===== config.mk =====
export PLATFORM = sky130hd
export DESIGN_NAME = pirqe_top
export DESIGN_NICKNAME = d
export VERILOG_FILES = /design/src/verilog/pirqe_pkg.sv /design/src/verilog/pirqe_enreg.sv /design/src/verilog/pirqe_top.sv
export SDC_FILE = /design/constraint.sdc
export NUM_CORES = 1
export LEC_CHECK = 0
export ABC_CLOCK_PERIOD_IN_PS = 1200
export BUFFER_PORTS_ARGS = -buffer_cell sky130_fd_sc_hd__buf_2
export CORE_ASPECT_RATIO = 1.5
export CORE_MARGIN = 2
export CORE_UTILIZATION = 34
export DETAILED_ROUTE_END_ITERATION = 12
export PLACE_DENSITY = 0.87
export SLEW_MARGIN = 25
export SYNTH_ARGS = -nofsm -noshare
export SYNTH_HDL_FRONTEND = slang
export SYNTH_SLANG_ARGS = --single-unit

===== constraint.sdc =====
create_clock -name mclk_in -period 1.2 [get_ports mclk_in]
set_input_delay 0.06 -clock mclk_in [delete_from_list [all_inputs] [get_ports mclk_in]]
set_output_delay 0.06 -clock mclk_in [all_outputs]
set_load 0.01 [all_outputs]

===== src/verilog/pirqe_pkg.sv =====
// Package for the peripheral interrupt enable registers.
// Assumes a 32-bit APB slave with word-aligned registers.
package pirqe_pkg;
   localparam logic [11:0] PIRQE_OFS_CAPTURE = 12'h000;
   localparam logic [11:0] PIRQE_OFS_PWM_RTC = 12'h004;
   localparam logic [11:0] PIRQE_OFS_MISC    = 12'h008;
   localparam int          PIRQE_REG_W       = 16;
   localparam int          PIRQE_BIT_CAP3    = 5;
   localparam int          PIRQE_BIT_FLTA    = 15;
   localparam int          PIRQE_BIT_RTC     = 14;
   localparam int          PIRQE_BIT_PWM     = 9;
   localparam int          PIRQE_BIT_CTMU    = 13;
   localparam int          PIRQE_BIT_UERR    = 1;
   localparam int          PIRQE_BIT_FLTB    = 0;
   localparam logic [15:0] PIRQE_MASK_CAPTURE = 16'h0020;
   localparam logic [15:0] PIRQE_MASK_PWM_RTC = 16'hc200;
   localparam logic [15:0] PIRQE_MASK_MISC    = 16'h2003;
   localparam logic [15:0] PIRQE_MASK_MC_3    = 16'h8200;
   localparam logic [15:0] PIRQE_MASK_MC_4    = 16'h0001;
   localparam logic [15:0] PIRQE_RST_VAL      = 16'h0000;
endpackage


===== src/verilog/pirqe_enreg.sv =====
// One enable register with a fixed mask of implemented bits.
// Assumes write strobe and data are in the mclk_in domain.
`timescale 1ns/1ps
module pirqe_enreg
   import pirqe_pkg::*;
#(
   parameter logic [15:0] IMPL_MASK = 16'h0000
) (
   input  wire logic        mclk_in,
   input  wire logic        rstn_in,
   input  wire logic        wr_in,
   input  wire logic [15:0] wdata_in,
   output logic      [15:0] q_out
);
   logic [15:0] en_ff;

   always_ff @(posedge mclk_in or negedge rstn_in) begin
      if (!rstn_in) begin
         en_ff <= PIRQE_RST_VAL;
      end else if (wr_in) begin
         en_ff <= wdata_in & IMPL_MASK;
      end
   end

   assign q_out = en_ff;
endmodule


===== src/verilog/pirqe_top.sv =====
// Peripheral interrupt enable registers behind an APB slave.
// Assumes APB master on mclk_in; source requests are synchronous to mclk_in.
//
// The APB register port and the register offsets were decided locally.
`timescale 1ns/1ps
module pirqe_top
   import pirqe_pkg::*;
#(
   parameter bit MOTOR_CTRL = 1'b1
) (
   input  wire logic        mclk_in,
   input  wire logic        rstn_in,
   input  wire logic        psel_in,
   input  wire logic        penable_in,
   input  wire logic        pwrite_in,
   input  wire logic [11:0] paddr_in,
   input  wire logic [31:0] pwdata_in,
   output logic      [31:0] prdata_out,
   output logic             pready_out,
   output logic             pslverr_out,
   input  wire logic        capture3_req_in,
   input  wire logic        pwm_fault_a_req_in,
   input  wire logic        calendar_req_in,
   input  wire logic        pwm_gen_req_in,
   input  wire logic        charge_timer_req_in,
   input  wire logic        uart_error_req_in,
   input  wire logic        pwm_fault_b_req_in,
   output logic      [6:0]  irq_req_out
);
   localparam logic [15:0] MASK3 = MOTOR_CTRL ? PIRQE_MASK_PWM_RTC
                                              : (PIRQE_MASK_PWM_RTC & ~PIRQE_MASK_MC_3);
   localparam logic [15:0] MASK4 = MOTOR_CTRL ? PIRQE_MASK_MISC
                                              : (PIRQE_MASK_MISC & ~PIRQE_MASK_MC_4);

   logic        setup;
   logic        hit_cap;
   logic        hit_pwm;
   logic        hit_misc;
   logic        mapped;
   logic [15:0] cap_q;
   logic [15:0] pwm_q;
   logic [15:0] misc_q;
   logic        acc_ff;
   logic [6:0]  nxt_req;

   // Compares a bus address with one register's byte offset
   function automatic logic reg_hit(input logic [11:0] addr, input logic [11:0] ofs);
      return addr == ofs;
   endfunction

   // Setup phase is answered one cycle later with pready
   assign setup    = psel_in && !penable_in;
   assign hit_cap  = reg_hit(paddr_in, PIRQE_OFS_CAPTURE);
   assign hit_pwm  = reg_hit(paddr_in, PIRQE_OFS_PWM_RTC);
   assign hit_misc = reg_hit(paddr_in, PIRQE_OFS_MISC);
   assign mapped   = hit_cap || hit_pwm || hit_misc;

   pirqe_enreg #(.IMPL_MASK(PIRQE_MASK_CAPTURE)) u_cap (
      .mclk_in  (mclk_in),
      .rstn_in  (rstn_in),
      .wr_in    (acc_ff && pwrite_in && hit_cap),
      .wdata_in (pwdata_in[15:0]),
      .q_out    (cap_q)
   );

   pirqe_enreg #(.IMPL_MASK(MASK3)) u_pwm (
      .mclk_in  (mclk_in),
      .rstn_in  (rstn_in),
      .wr_in    (acc_ff && pwrite_in && hit_pwm),
      .wdata_in (pwdata_in[15:0]),
      .q_out    (pwm_q)
   );

   pirqe_enreg #(.IMPL_MASK(MASK4)) u_misc (
      .mclk_in  (mclk_in),
      .rstn_in  (rstn_in),
      .wr_in    (acc_ff && pwrite_in && hit_misc),
      .wdata_in (pwdata_in[15:0]),
      .q_out    (misc_q)
   );

   always_ff @(posedge mclk_in or negedge rstn_in) begin
      if (!rstn_in) begin
         acc_ff <= 1'b0;
      end else begin
         acc_ff <= setup;
      end
   end

   always_ff @(posedge mclk_in or negedge rstn_in) begin
      if (!rstn_in) begin
         pready_out  <= 1'b0;
         pslverr_out <= 1'b0;
         prdata_out  <= 32'h0000_0000;
      end else begin
         pready_out  <= setup;
         pslverr_out <= setup && !mapped;
         prdata_out  <= 32'h0000_0000;
         if (setup && !pwrite_in) begin
            if (hit_cap) begin
               prdata_out <= {16'h0000, cap_q};
            end else if (hit_pwm) begin
               prdata_out <= {16'h0000, pwm_q};
            end else if (hit_misc) begin
               prdata_out <= {16'h0000, misc_q};
            end
         end
      end
   end

   always_comb begin
      nxt_req[0] = capture3_req_in     & cap_q[PIRQE_BIT_CAP3];
      nxt_req[1] = pwm_fault_a_req_in  & pwm_q[PIRQE_BIT_FLTA];
      nxt_req[2] = calendar_req_in     & pwm_q[PIRQE_BIT_RTC];
      nxt_req[3] = pwm_gen_req_in      & pwm_q[PIRQE_BIT_PWM];
      nxt_req[4] = charge_timer_req_in & misc_q[PIRQE_BIT_CTMU];
      nxt_req[5] = uart_error_req_in   & misc_q[PIRQE_BIT_UERR];
      nxt_req[6] = pwm_fault_b_req_in  & misc_q[PIRQE_BIT_FLTB];
   end

   always_ff @(posedge mclk_in or negedge rstn_in) begin
      if (!rstn_in) begin
         irq_req_out <= 7'h00;
      end else begin
         irq_req_out <= nxt_req;
      end
   end
endmodule


# Word level (Yosys, flattened, before mapping)
# Index checks and enable logic that the tools add are counted.
[word_totals]
regBits = 48
out_inout_bits = 41
elab_cells = 33
[op_classes]
bitwise_logic = 7
mux = 4
n_eq_ne = 2
reduce_logical = 13
[op_table]
columns = ["cell", "n"]
rows = [
  ["32-bit 2-to-1 mux", 2],
  ["16-bit 2-to-1 mux", 1],
  ["14-bit 2-to-1 mux", 1],
  ["12-bit by 3-bit == test with 1-bit output (second input constant)", 1],
  ["12-bit by 4-bit == test with 1-bit output (second input constant)", 1],
  ["12-bit zero test", 1],
  ["1-bit AND", 7],
  ["1-bit logical AND", 7],
  ["1-bit zero test", 3],
  ["1-bit logical OR", 2],
]

# Depth between registers and ports, before layout
# Gate-level depths: netlist of run 1.
[logic_depth]
ltp_word = 5
ltp_mapped = 4
ltp_nobuf = 3

# Hierarchy
# Synthesis of run 1 repeated with hierarchy kept, for this count alone.
[hier_totals]
hier_cells = 197
area_unflattened_um2 = 1959.4
[modules_own_cells]
columns = ["module", "instances", "area_each_um2", "cells_per_inst", "seq_area_each_um2"]
rows = [
  ["pirqe_top", 1, 1382.6, 139, 625.6],
  ["pirqe_enreg at u_misc ...", 2, 210.2, 20, 75.1],
  ["pirqe_enreg at u_cap", 1, 156.4, 18, 25.0],
]

# Worst setup path before layout of run 1
# No wires, ideal clock.
[synth_timing]
path_kind = "input-to-reg"
startpoint = "in paddr_in[11]"
endpoint = "reg u_pwm.en_ff[14] (netlist: u_pwm.q_out[14])"
t_arrival_ps = 1417
t_required_ps = 1075
path_slack_ps = -342
path_stages = 4
path_buffers = 1
path_cell_list = "or4_1 buf_2 nor4_4 mux2_4"
[synth_between]
elab_chain_cells = 2
[synth_rtl]
columns = ["element", "line", "source"]
rows = [
  ["from (decl)", "pirqe_top.sv:16", "input wire logic [11:0] paddr_in,"],
  ["12-bit by 3-bit == test with 1-bit output", "pirqe_top.sv:48", "return addr == ofs;"],
  ["1-bit logical AND", "pirqe_top.sv:69", ".wr_in (acc_ff && pwrite_in && hit_pwm),"],
  ["to (signal assigned)", "pirqe_enreg.sv:21", "en_ff <= wdata_in & IMPL_MASK;"],
  ["to (decl)", "pirqe_enreg.sv:15", "logic [15:0] en_ff;"],
]
# Every way passes these cells.
# A chain may end at the register's enable or synchronous reset.

# Final worst setup path of run 1
[layout_timing]
startpoint = "in paddr_in[7]"
endpoint = "reg u_misc.en_ff[0] (netlist: u_misc.q_out[0])"
[layout_between]
elab_chain_cells = 2
[layout_rtl]
columns = ["element", "line", "source"]
rows = [
  ["12-bit by 4-bit == test with 1-bit output", "pirqe_top.sv:48", ""],
  ["1-bit logical AND", "pirqe_top.sv:77", ".wr_in (acc_ff && pwrite_in && hit_misc),"],
  ["to (signal assigned)", "pirqe_enreg.sv:21", ""],
  ["to (decl)", "pirqe_enreg.sv:15", ""],
]
# Every way passes these cells.

==> results of run 1 <==
-- final cells by class --
class	count	area [sq um]
Clock buffer	4	45.0
Fill cell	291	1680
Multi-Input combinational cell	62	453
Sequential cell	23	576
Tap cell	40	50.0
Timing Repair Buffer	54	320
-- state kept, by name, summed over array words and instances, names as in the netlist --
register,flops
irq_req_out,7
prdata_out,7
pready_out,1
pslverr_out,1
u_cap.q_out,1
u_misc.q_out,3
u_pwm.q_out,3
-- stage by stage --
step	power, uW	utilization (%)	TNS, ns	area, sq um	worst slack (ns)
after global routing	1460	46.2	-1.74	1440	-0.185
after global placement	926	42.2	-6.28	1320	-0.506
after floorplan	916	-	-2.67	1210	-0.336
after CTS	1390	45.8	-1.17	1430	-0.144
after detailed placement	927	42.2	-6.70	1320	-0.542
final	1390	46.2	-1.19	1440	-0.144
-- cells in the mapped netlist --
cell type / count
buf_4: 25
dfrtp_1: 23
and2_1: 14
mux2_2: 4
nor4_1: 4
mux2_4: 3
nor4_4: 2
or4_1: 2
a211o_1: 1
buf_2: 1
buf_6: 1
conb_1: 1
nand2_1: 1
nor2b_1: 1
o31a_1: 1
or3b_2: 1
or4_4: 1
or4b_1: 1
or4b_4: 1
-- per-layer routing --
layer  global-route usage, %  vias up
met3                    2.61        5
met2                    22.1       71
met5                       0        -
li1                        -      357
met4                    6.31        0
met1                    12.6      352
-- report_power, final --
part           total, uW  switching, uW  internal (uW)  leakage, uW
registers            780           1.44            779     0.000319
clock network        457            220            237    0.0000228
logic                151           88.1           63.4     0.000464
-- kinds of logic after synthesis --
group           after synthesis  share of synthesized area [%]
flops                        23                           51.6
simple gates                 28                           20.1
compound gates                2                           1.57
mux                           7                           8.08
other cells                   1                          0.336
buf+inv                      27                           18.3
-- worst max-delay path by stage --
stage | depth (start not counted) | start | endpoint
global route | 5 | paddr_in[7] | u_pwm.q_out[15]$_DFFE_PN0P_
detailed placement | 4 | paddr_in[11] | u_misc.q_out[0]$_DFFE_PN0P_
floorplan | 4 | paddr_in[7] | u_pwm.q_out[14]$_DFFE_PN0P_
CTS | 4 | paddr_in[8] | u_misc.q_out[0]$_DFFE_PN0P_
finish | 4 | paddr_in[7] | u_misc.q_out[0]$_DFFE_PN0P_
global placement | 4 | paddr_in[10] | u_misc.q_out[0]$_DFFE_PN0P_
-- what timing repair did --
item / CTS / global route
hold buffers: 2 / 0
endpoints found under the hold margin: 24 / 0
buffers inserted: 1 / 0
pin swaps: 4 / 2
setup endpoints to repair: 14 / 13
resized for setup: 8 / 3
==> impl_metrics.toml, run 1 <==
[run_status]
run_status = "finished with violations"
violations = "setup timing"

[synthesis]
yosys_warnings = 0
yosysUniqueCellTypes = 19
yosysSeqAreaShare_pct = 51.6
synthCells = 88
synth_area_sq_um = 1110
yosysTopAreaCell = "dfrtp_1"
ys_seq_elements = 23
synth_top_area_share_pct = 51.6
yosys-top-cells-area = "dfrtp_1 52%, buf_4 17%, and2_1 7.9%"
synth.avg_cell_area_sq_um = 12.7

[clock_network]
clock-sinks = 23
cts_made_buffers = 3
htree_num_levels = 1
clock_latency_ns = 0.26
cts_max_path_buffers = 2
cts_root_buf = "clkbuf_8"
cts_tree = "done"
path_clk_slew_ns = 0.07

[setup_path]
worst_setup_path_end_kind = "register"
critPathMaxStageDelay_ns = 0.59
timing.rr.start = "pready_out$_DFF_PN0_"
worstRegToRegCells = 4
worstSetupPathType = "in2reg"
r2r-end = "u_pwm.q_out[15]$_DFFE_PN0P_"
cp_top_family = "simple AND/OR/NAND/NOR gates"
crit_slowest_cell = "or4_4"
cp.arrival_ns = 1.49
reg2reg_slack_ns = -0.06
crit_chain = "buf_6, or4_4, nor4_4, mux2_4"
path_max_fanout = 4
start_kind = "input port"
path_buf_inv = 1
required_ns = 1.35

[timing]
period_needed_ns = 1.34
rsz0062_at_grt = "yes"
clock-skew-final_ns = 0.00233
final.period_utilization_pct = 112
worst_slack_ns = -0.144
holdWs_ns = 0.0113
drv_slew = 0
finalHoldViolCount = 0
setup_viol = 13
fmaxAchievable_ghz = 0.744

[floorplan]
core_sq_um = 3130
die_w_microns = 50.8
io_pins = 97
design.die.area_sq_um = 3760
die_y_microns = 74.1
row_count = 25
start_util_pct = 35.6

[worst_hold_path]
min_delay_worst_endpoint = "irq_req_out[4]$_DFF_PN0_"
min_path_cells = 2
worstHoldStart = "charge_timer_req_in"
hold_path_class = "in2reg"

[drt]
wire_per_inst_microns = 11.1
routedLengthMet1_microns = 743
routed_via_density = 4.29
vias = 785
ant_nets = 0
wl_met2_microns = 965
wl_met3_microns = 275
firstDrtPassIters = 4
top_layer = "met4"
wl_microns = 2030
drc = 0
drt_iter0_drc = 5

[final_layout]
layout_commonest_cell = "buf_2"
layout-drive-gt1-share_pct = 49.0
nets = 200
instances_no_fill = 183
layout_common_cells = "42 x buf_2, 25 x conb_1, 23 x dfrtp_1, 14 x and2_1"
diodes = 0
areaGrowthSynthToFinish_pct = 29.5

[global_route]
grt_usage_pct = 12.0
grt_max_degree = 24
grt_first_pass_wirelength_microns = 3310
grt_antenna_before_repair = 0
grt_pass1_vias = 734
grt_overflow = 0

[pwr]
p_per_area_nw_per_um2 = 962
p_leak_uw = 0.000806
irDropWorstVdd_uv = 517

[placed_design]
placed_cells = 176
port_buffers = 46
globalplace.congestion = 0.736
hpwl_microns = 1630

[flow_run]
cap_violations = 0
(Power assumes the default switching activity.)
==> run 2, diff against run 1 <==
- BUFFER_PORTS_ARGS: -buffer_cell sky130_fd_sc_hd__buf_2 -> default
- CORE_UTILIZATION: 34 -> 45
- DONT_BUFFER_PORTS: default -> 1
- PLACE_DENSITY: 0.87 -> 0.73
- SKIP_CTS_REPAIR_TIMING: default -> 1
==> run 2 against run 1 <==
Compared with the run above:
- the run still ends with setup timing left
- non-clock buffer count fell by 27
- largest power group unchanged
- clock power decreased by 29%
- combinational power is 9.9% lower
- core utilization rose by 9.9 points
- final cell count down 23%
- sequential cell count unchanged
- global-route usage is 0.48 points lower
- highest routed layer unchanged
- sequential share of layout area rose by 3.0 points
- via count decreased by 17%
- total power decreased by 11%
- critical path depth is the same
==> impl_metrics.toml, run 2 (synthesis results as in run 1) <==
[pwr]
p_sw_share_pct = 21.9
p_comb_share_pct = 10.9
p_switching_uw = 271
p_per_area_nw_per_um2 = 924
cell_internal_pwr_uw = 969
power_frac_clock_pct = 26.0
p_leak_uw = 0.000675
power_frac_seq_pct = 63.1
irDropWorstVdd_uv = 404

[setup_path]
crit_chain = "nand2_4, nor4_4, buf_4, mux2_4"
path_max_fanout = 3
worstSetupPathType = "reg2reg"
required_ns = 1.39
cp.arrival_ns = 1.49
start_kind = "register"
worst_setup_path_end_kind = "register"
crit_slowest_cell = "dfrtp_1"
critPathMaxStageDelay_ns = 0.40
worstRegToRegCells = 4

[clock_network]
cts_max_path_buffers = 2
path_clk_slew_ns = 0.10
clock_latency_ns = 0.29
htree_num_levels = 1
cts_root_buf = "clkbuf_4"
cts_made_buffers = 3
cts_tree = "done"
clock-sinks = 23

[timing]
rsz0062_at_grt = "yes"
period_needed_ns = 1.30
drv_slew = 0
finalSetupTns_ns = -0.484
tightest_slew_ns = 0.932
setup_viol = 6
final.period_utilization_pct = 109
worst_slack_ns = -0.104
finalHoldViolCount = 0
fmaxAchievable_ghz = 0.767
relSlewSlack_pct = 37.7
clock-skew-final_ns = 0.00477

[global_route]
grt_max_degree = 24
use_met1_pct = 11.3
grt_first_pass_wirelength_microns = 2360
grt_overflow = 0
met3_usage_pct = 3.06
grt_antenna_before_repair = 0
met2_usage_pct = 19.2
grt-busiest-layer = "met2"
grt_pass1_vias = 543
grt_usage_pct = 11.5

[final_layout]
layout_commonest_cell = "conb_1"
multi_input_area_sq_um = 457
layout-drive-gt1-share_pct = 23.3
diodes = 0
reg_top3 = "irq_req_out (7), prdata_out (7)"
layout_common_cells = "25 x conb_1, 23 x dfrtp_1, 19 x dlygate4sd3_1, 14 x and2_1, 7 x buf_4"
regArea_sq_um = 576
areaGrowthSynthToFinish_pct = 20.4
nets = 173
nFillCells = 209

[run_status]
violations = "setup timing"
run_status = "finished with violations"

[placed_design]
port_buffers = 0
globalplace.congestion = 0.703
hpwl_microns = 1330
place_ws_ns = -0.411

[floorplan]
die_w_microns = 44.6
design.die.area_sq_um = 2900
die_y_microns = 65.0
row_count = 22
start_util_pct = 46.6
io_pins = 97
core_sq_um = 2390

[drt]
wl_microns = 1710
drc = 0
drt_iter0_drc = 2
ant_nets = 0
routed_via_density = 4.66
vias = 653
firstDrtPassIters = 2
wire_per_inst_microns = 12.2

[worst_hold_path]
hold_path_class = "in2reg"
min_path_cells = 2

[flow_run]
cap_violations = 0
run 2: cell types whose count changed in the layout (fill, tap and decap cells not counted):
cell / change
buf_2: -42
mux2_2: +1
buf_6: -3
mux2_4: -1
buf_4: +1
nand2_4: +1
nand2_1: -1
clkbuf_8: -3
dlygate4sd3_1: +17
clkbuf_4: +3
run 2: cell type report:
cell class,instances,area share [%]
clock buffer,4,1.96
multi-input combinational,62,34.0
sequential,23,42.9
tap,24,2.24
timing repair buffer,27,18.9
run 2: power groups by stage:
stage               clock [uW]  sequential [uW]  combinational [uW]
global route               374              783                 149
detailed placement           0              797                67.9
finish                     323              782                 136
CTS                        338              782                67.9
global placement             0              797                67.2
floorplan                    0              797                 119
run 2: through the flow:
step	power (uW)	utilization (%)	hold slack, ns	cell area (sq um)	instances
4_1_cts	1190	46.3	-0.572	1110	120
3_5_place_dp	865	45.2	-0.235	1080	116
6_report	1240	56.1	0.0227	1340	140
3_3_place_gp	864	45.2	-0.235	1080	116
2_1_floorplan	916	-	-0.236	1210	112
5_1_grt	1310	56.1	0.00284	1340	140
run 2: worst paths after layout:
kind	slack, ns	endpoint	start
setup / recovery	-0.10	u_pwm.q_out[15]$_DFFE_PN0P_	pready_out$_DFF_PN0_
hold / removal	0.02	pslverr_out$_DFF_PN0_	paddr_in[2]
setup reg to reg	-0.10	u_pwm.q_out[15]$_DFFE_PN0P_	pready_out$_DFF_PN0_
hold reg to reg	0.51	prdata_out[5]$_DFF_PN0_	u_cap.q_out[5]$_DFFE_PN0P_
max in group asynchronous	0.29	pready_out$_DFF_PN0_	rstn_in
min in group asynchronous	0.34	u_misc.q_out[13]$_DFFE_PN0P_	rstn_in
run 2: critical path, delay by kind of cell, from the launching register on:
kind,cells,cell delay [ns]
muxes,1,0.30
DFF,1,0.40
and+or+nand+nor,2,0.33
buffers and inverters,1,0.17
run 2: layer usage:
| metal | wire length [microns] | vias to the layer above | share of wire, % |
|---|---|---|---|
| li1 | - | 305 | - |
| met1 | 603 | 300 | 35 |
| met2 | 920 | 46 | 54 |
| met3 | 159 | 2 | 9.3 |
| met4 | 27 | 0 | 1.6 |
| met5 | 0 | - | 0 |
==> run 3, diff against run 2 <==
- ABC_CLOCK_PERIOD_IN_PS: 1200 -> 1090
- clock period: 1.2 -> 1.09 ns (I/O delays scaled with it)
==> run 3 against run 2 <==
Compared with the run above:
- critical path depth decreased by 1
- sequential cell count unchanged
- register-to-register slack got worse by 0.04 ns
- clock-buffer cell count unchanged
- largest power group unchanged
- cell area decreased by 2.0%
- the flow still finishes with violations (setup timing)
- combinational power increased by 8%
- wire length increased by 3.2%
- via count decreased by 2.0%
==> impl_metrics.toml, run 3 (synthesis results as in run 1) <==
[pwr]
p_leak_uw = 0.000671
p_per_area_nw_per_um2 = 1040
irDropWorstVdd_uv = 418

[setup_path]
path_buf_inv = 0
crit_slowest_cell = "dfrtp_1"
path_max_fanout = 3
crit_chain = "nand2_4, nor4_4, mux2_4"
worst_setup_path_end_kind = "register"
required_ns = 1.28
critPathMaxStageDelay_ns = 0.42
start_kind = "register"
cp.arrival_ns = 1.42
cp_top_family = "flip-flops"
worstSetupPathType = "reg2reg"

[clock_network]
cts_tree = "done"
clock_latency_ns = 0.29
clock-sinks = 23
path_clk_slew_ns = 0.11
cts_made_buffers = 3
cts_max_path_buffers = 2
htree_num_levels = 1
cts_root_buf = "clkbuf_4"

[placed_design]
globalplace.congestion = 0.727
hpwl_microns = 1260
place_area_sq_um = 1070
placed_cells = 114
port_buffers = 0

[drt]
routed_via_density = 4.74
drt_iter0_drc = 3
firstDrtPassIters = 2
wl_microns = 1770
drc = 0
wire_per_inst_microns = 13.1
ant_nets = 0
vias = 640

[final_layout]
layout_commonest_cell = "conb_1"
areaGrowthSynthToFinish_pct = 18.1
nFillCells = 205
layout-drive-gt1-share_pct = 22.5
reg_top3 = "irq_req_out (7), prdata_out (7)"
final_util_pct = 55.0
instances_no_fill = 135
nets = 168
diodes = 0
layout_common_cells = "25 x conb_1, 23 x dfrtp_1, 17 x dlygate4sd3_1, 14 x and2_1"
fin_area_sq_um = 1320

[worst_hold_path]
hold_path_class = "in2reg"

[floorplan]
die_w_microns = 44.6
io_pins = 97
start_util_pct = 46.6
die_y_microns = 65.0
row_count = 22
core_sq_um = 2390
design.die.area_sq_um = 2900

[global_route]
grt_antenna_before_repair = 0
grt_overflow = 0
grt_usage_pct = 10.6
grt_first_pass_wirelength_microns = 2170
grt_pass1_vias = 488
grt_max_degree = 24

[run_status]
run_status = "finished with violations"
violations = "setup timing"

[timing]
rsz0062_at_grt = "yes"
worst_slack_ns = -0.143
finalHoldViolCount = 0
relSlewSlack_pct = 37.5
finalSetupTns_ns = -0.846
clock-skew-final_ns = 0.00885
drv_slew = 0
holdWs_ns = 0.00497
setup_viol = 7
tightest_slew_ns = 0.934
final.period_utilization_pct = 113
fmaxAchievable_ghz = 0.811
period_needed_ns = 1.23

[flow_run]
cap_violations = 0
==> run 3: path summary, 6_finish.rpt <==
path                                                  from                     endpoint  slack [ns]  cells past startpoint
min in group asynchronous                          rstn_in     irq_req_out[2]$_DFF_PN0_        0.34                      1
worst min-delay path                           paddr_in[0]        pslverr_out$_DFF_PN0_       0.005                      2
max in group asynchronous                          rstn_in     irq_req_out[0]$_DFF_PN0_        0.18                      1
worst min register to register  u_cap.q_out[5]$_DFFE_PN0P_      prdata_out[5]$_DFF_PN0_        0.51                      1
worst max register to register        pready_out$_DFF_PN0_  u_pwm.q_out[14]$_DFFE_PN0P_       -0.14                      3
worst max-delay path                  pready_out$_DFF_PN0_  u_pwm.q_out[14]$_DFFE_PN0P_       -0.14                      3
==> run 3: layout make-up <==
class                      instances  area [sq um]  share of cell area (%)
sequential                        23           576                    43.7
multi-input combinational         62           473                    35.9
timing repair buffer              22           211                    16.1
tap                               24          30.0                    2.28
clock buffer                       4          26.3                    2.00
==> run 3: metrics by stage <==
| step | power (uW) | setup slack (ns) |
|---|---|---|
| 2_1_floorplan | 1010 | -0.440 |
| 3_3_place_gp | 949 | -0.435 |
| 3_5_place_dp | 950 | -0.452 |
| 4_1_cts | 1300 | -0.192 |
| 5_1_grt | 1420 | -0.179 |
| 6_report | 1360 | -0.143 |
==> run 3: layer usage <==
metal	track usage, %	wire length (microns)	vias up
met2	17.0	933	49
met3	2.79	191	4
met4	9.09	47	0
met1	10.9	593	295
li1	-	-	292
met5	0	0	-
==> run 3: report_power, final <==
| part | internal, uW | switching [uW] | leakage, uW |
|---|---|---|---|
| registers | 857 | 4.31 | 0.000319 |
| clock network | 142 | 212 | 0.0000150 |
| logic | 61.2 | 85.9 | 0.000337 |
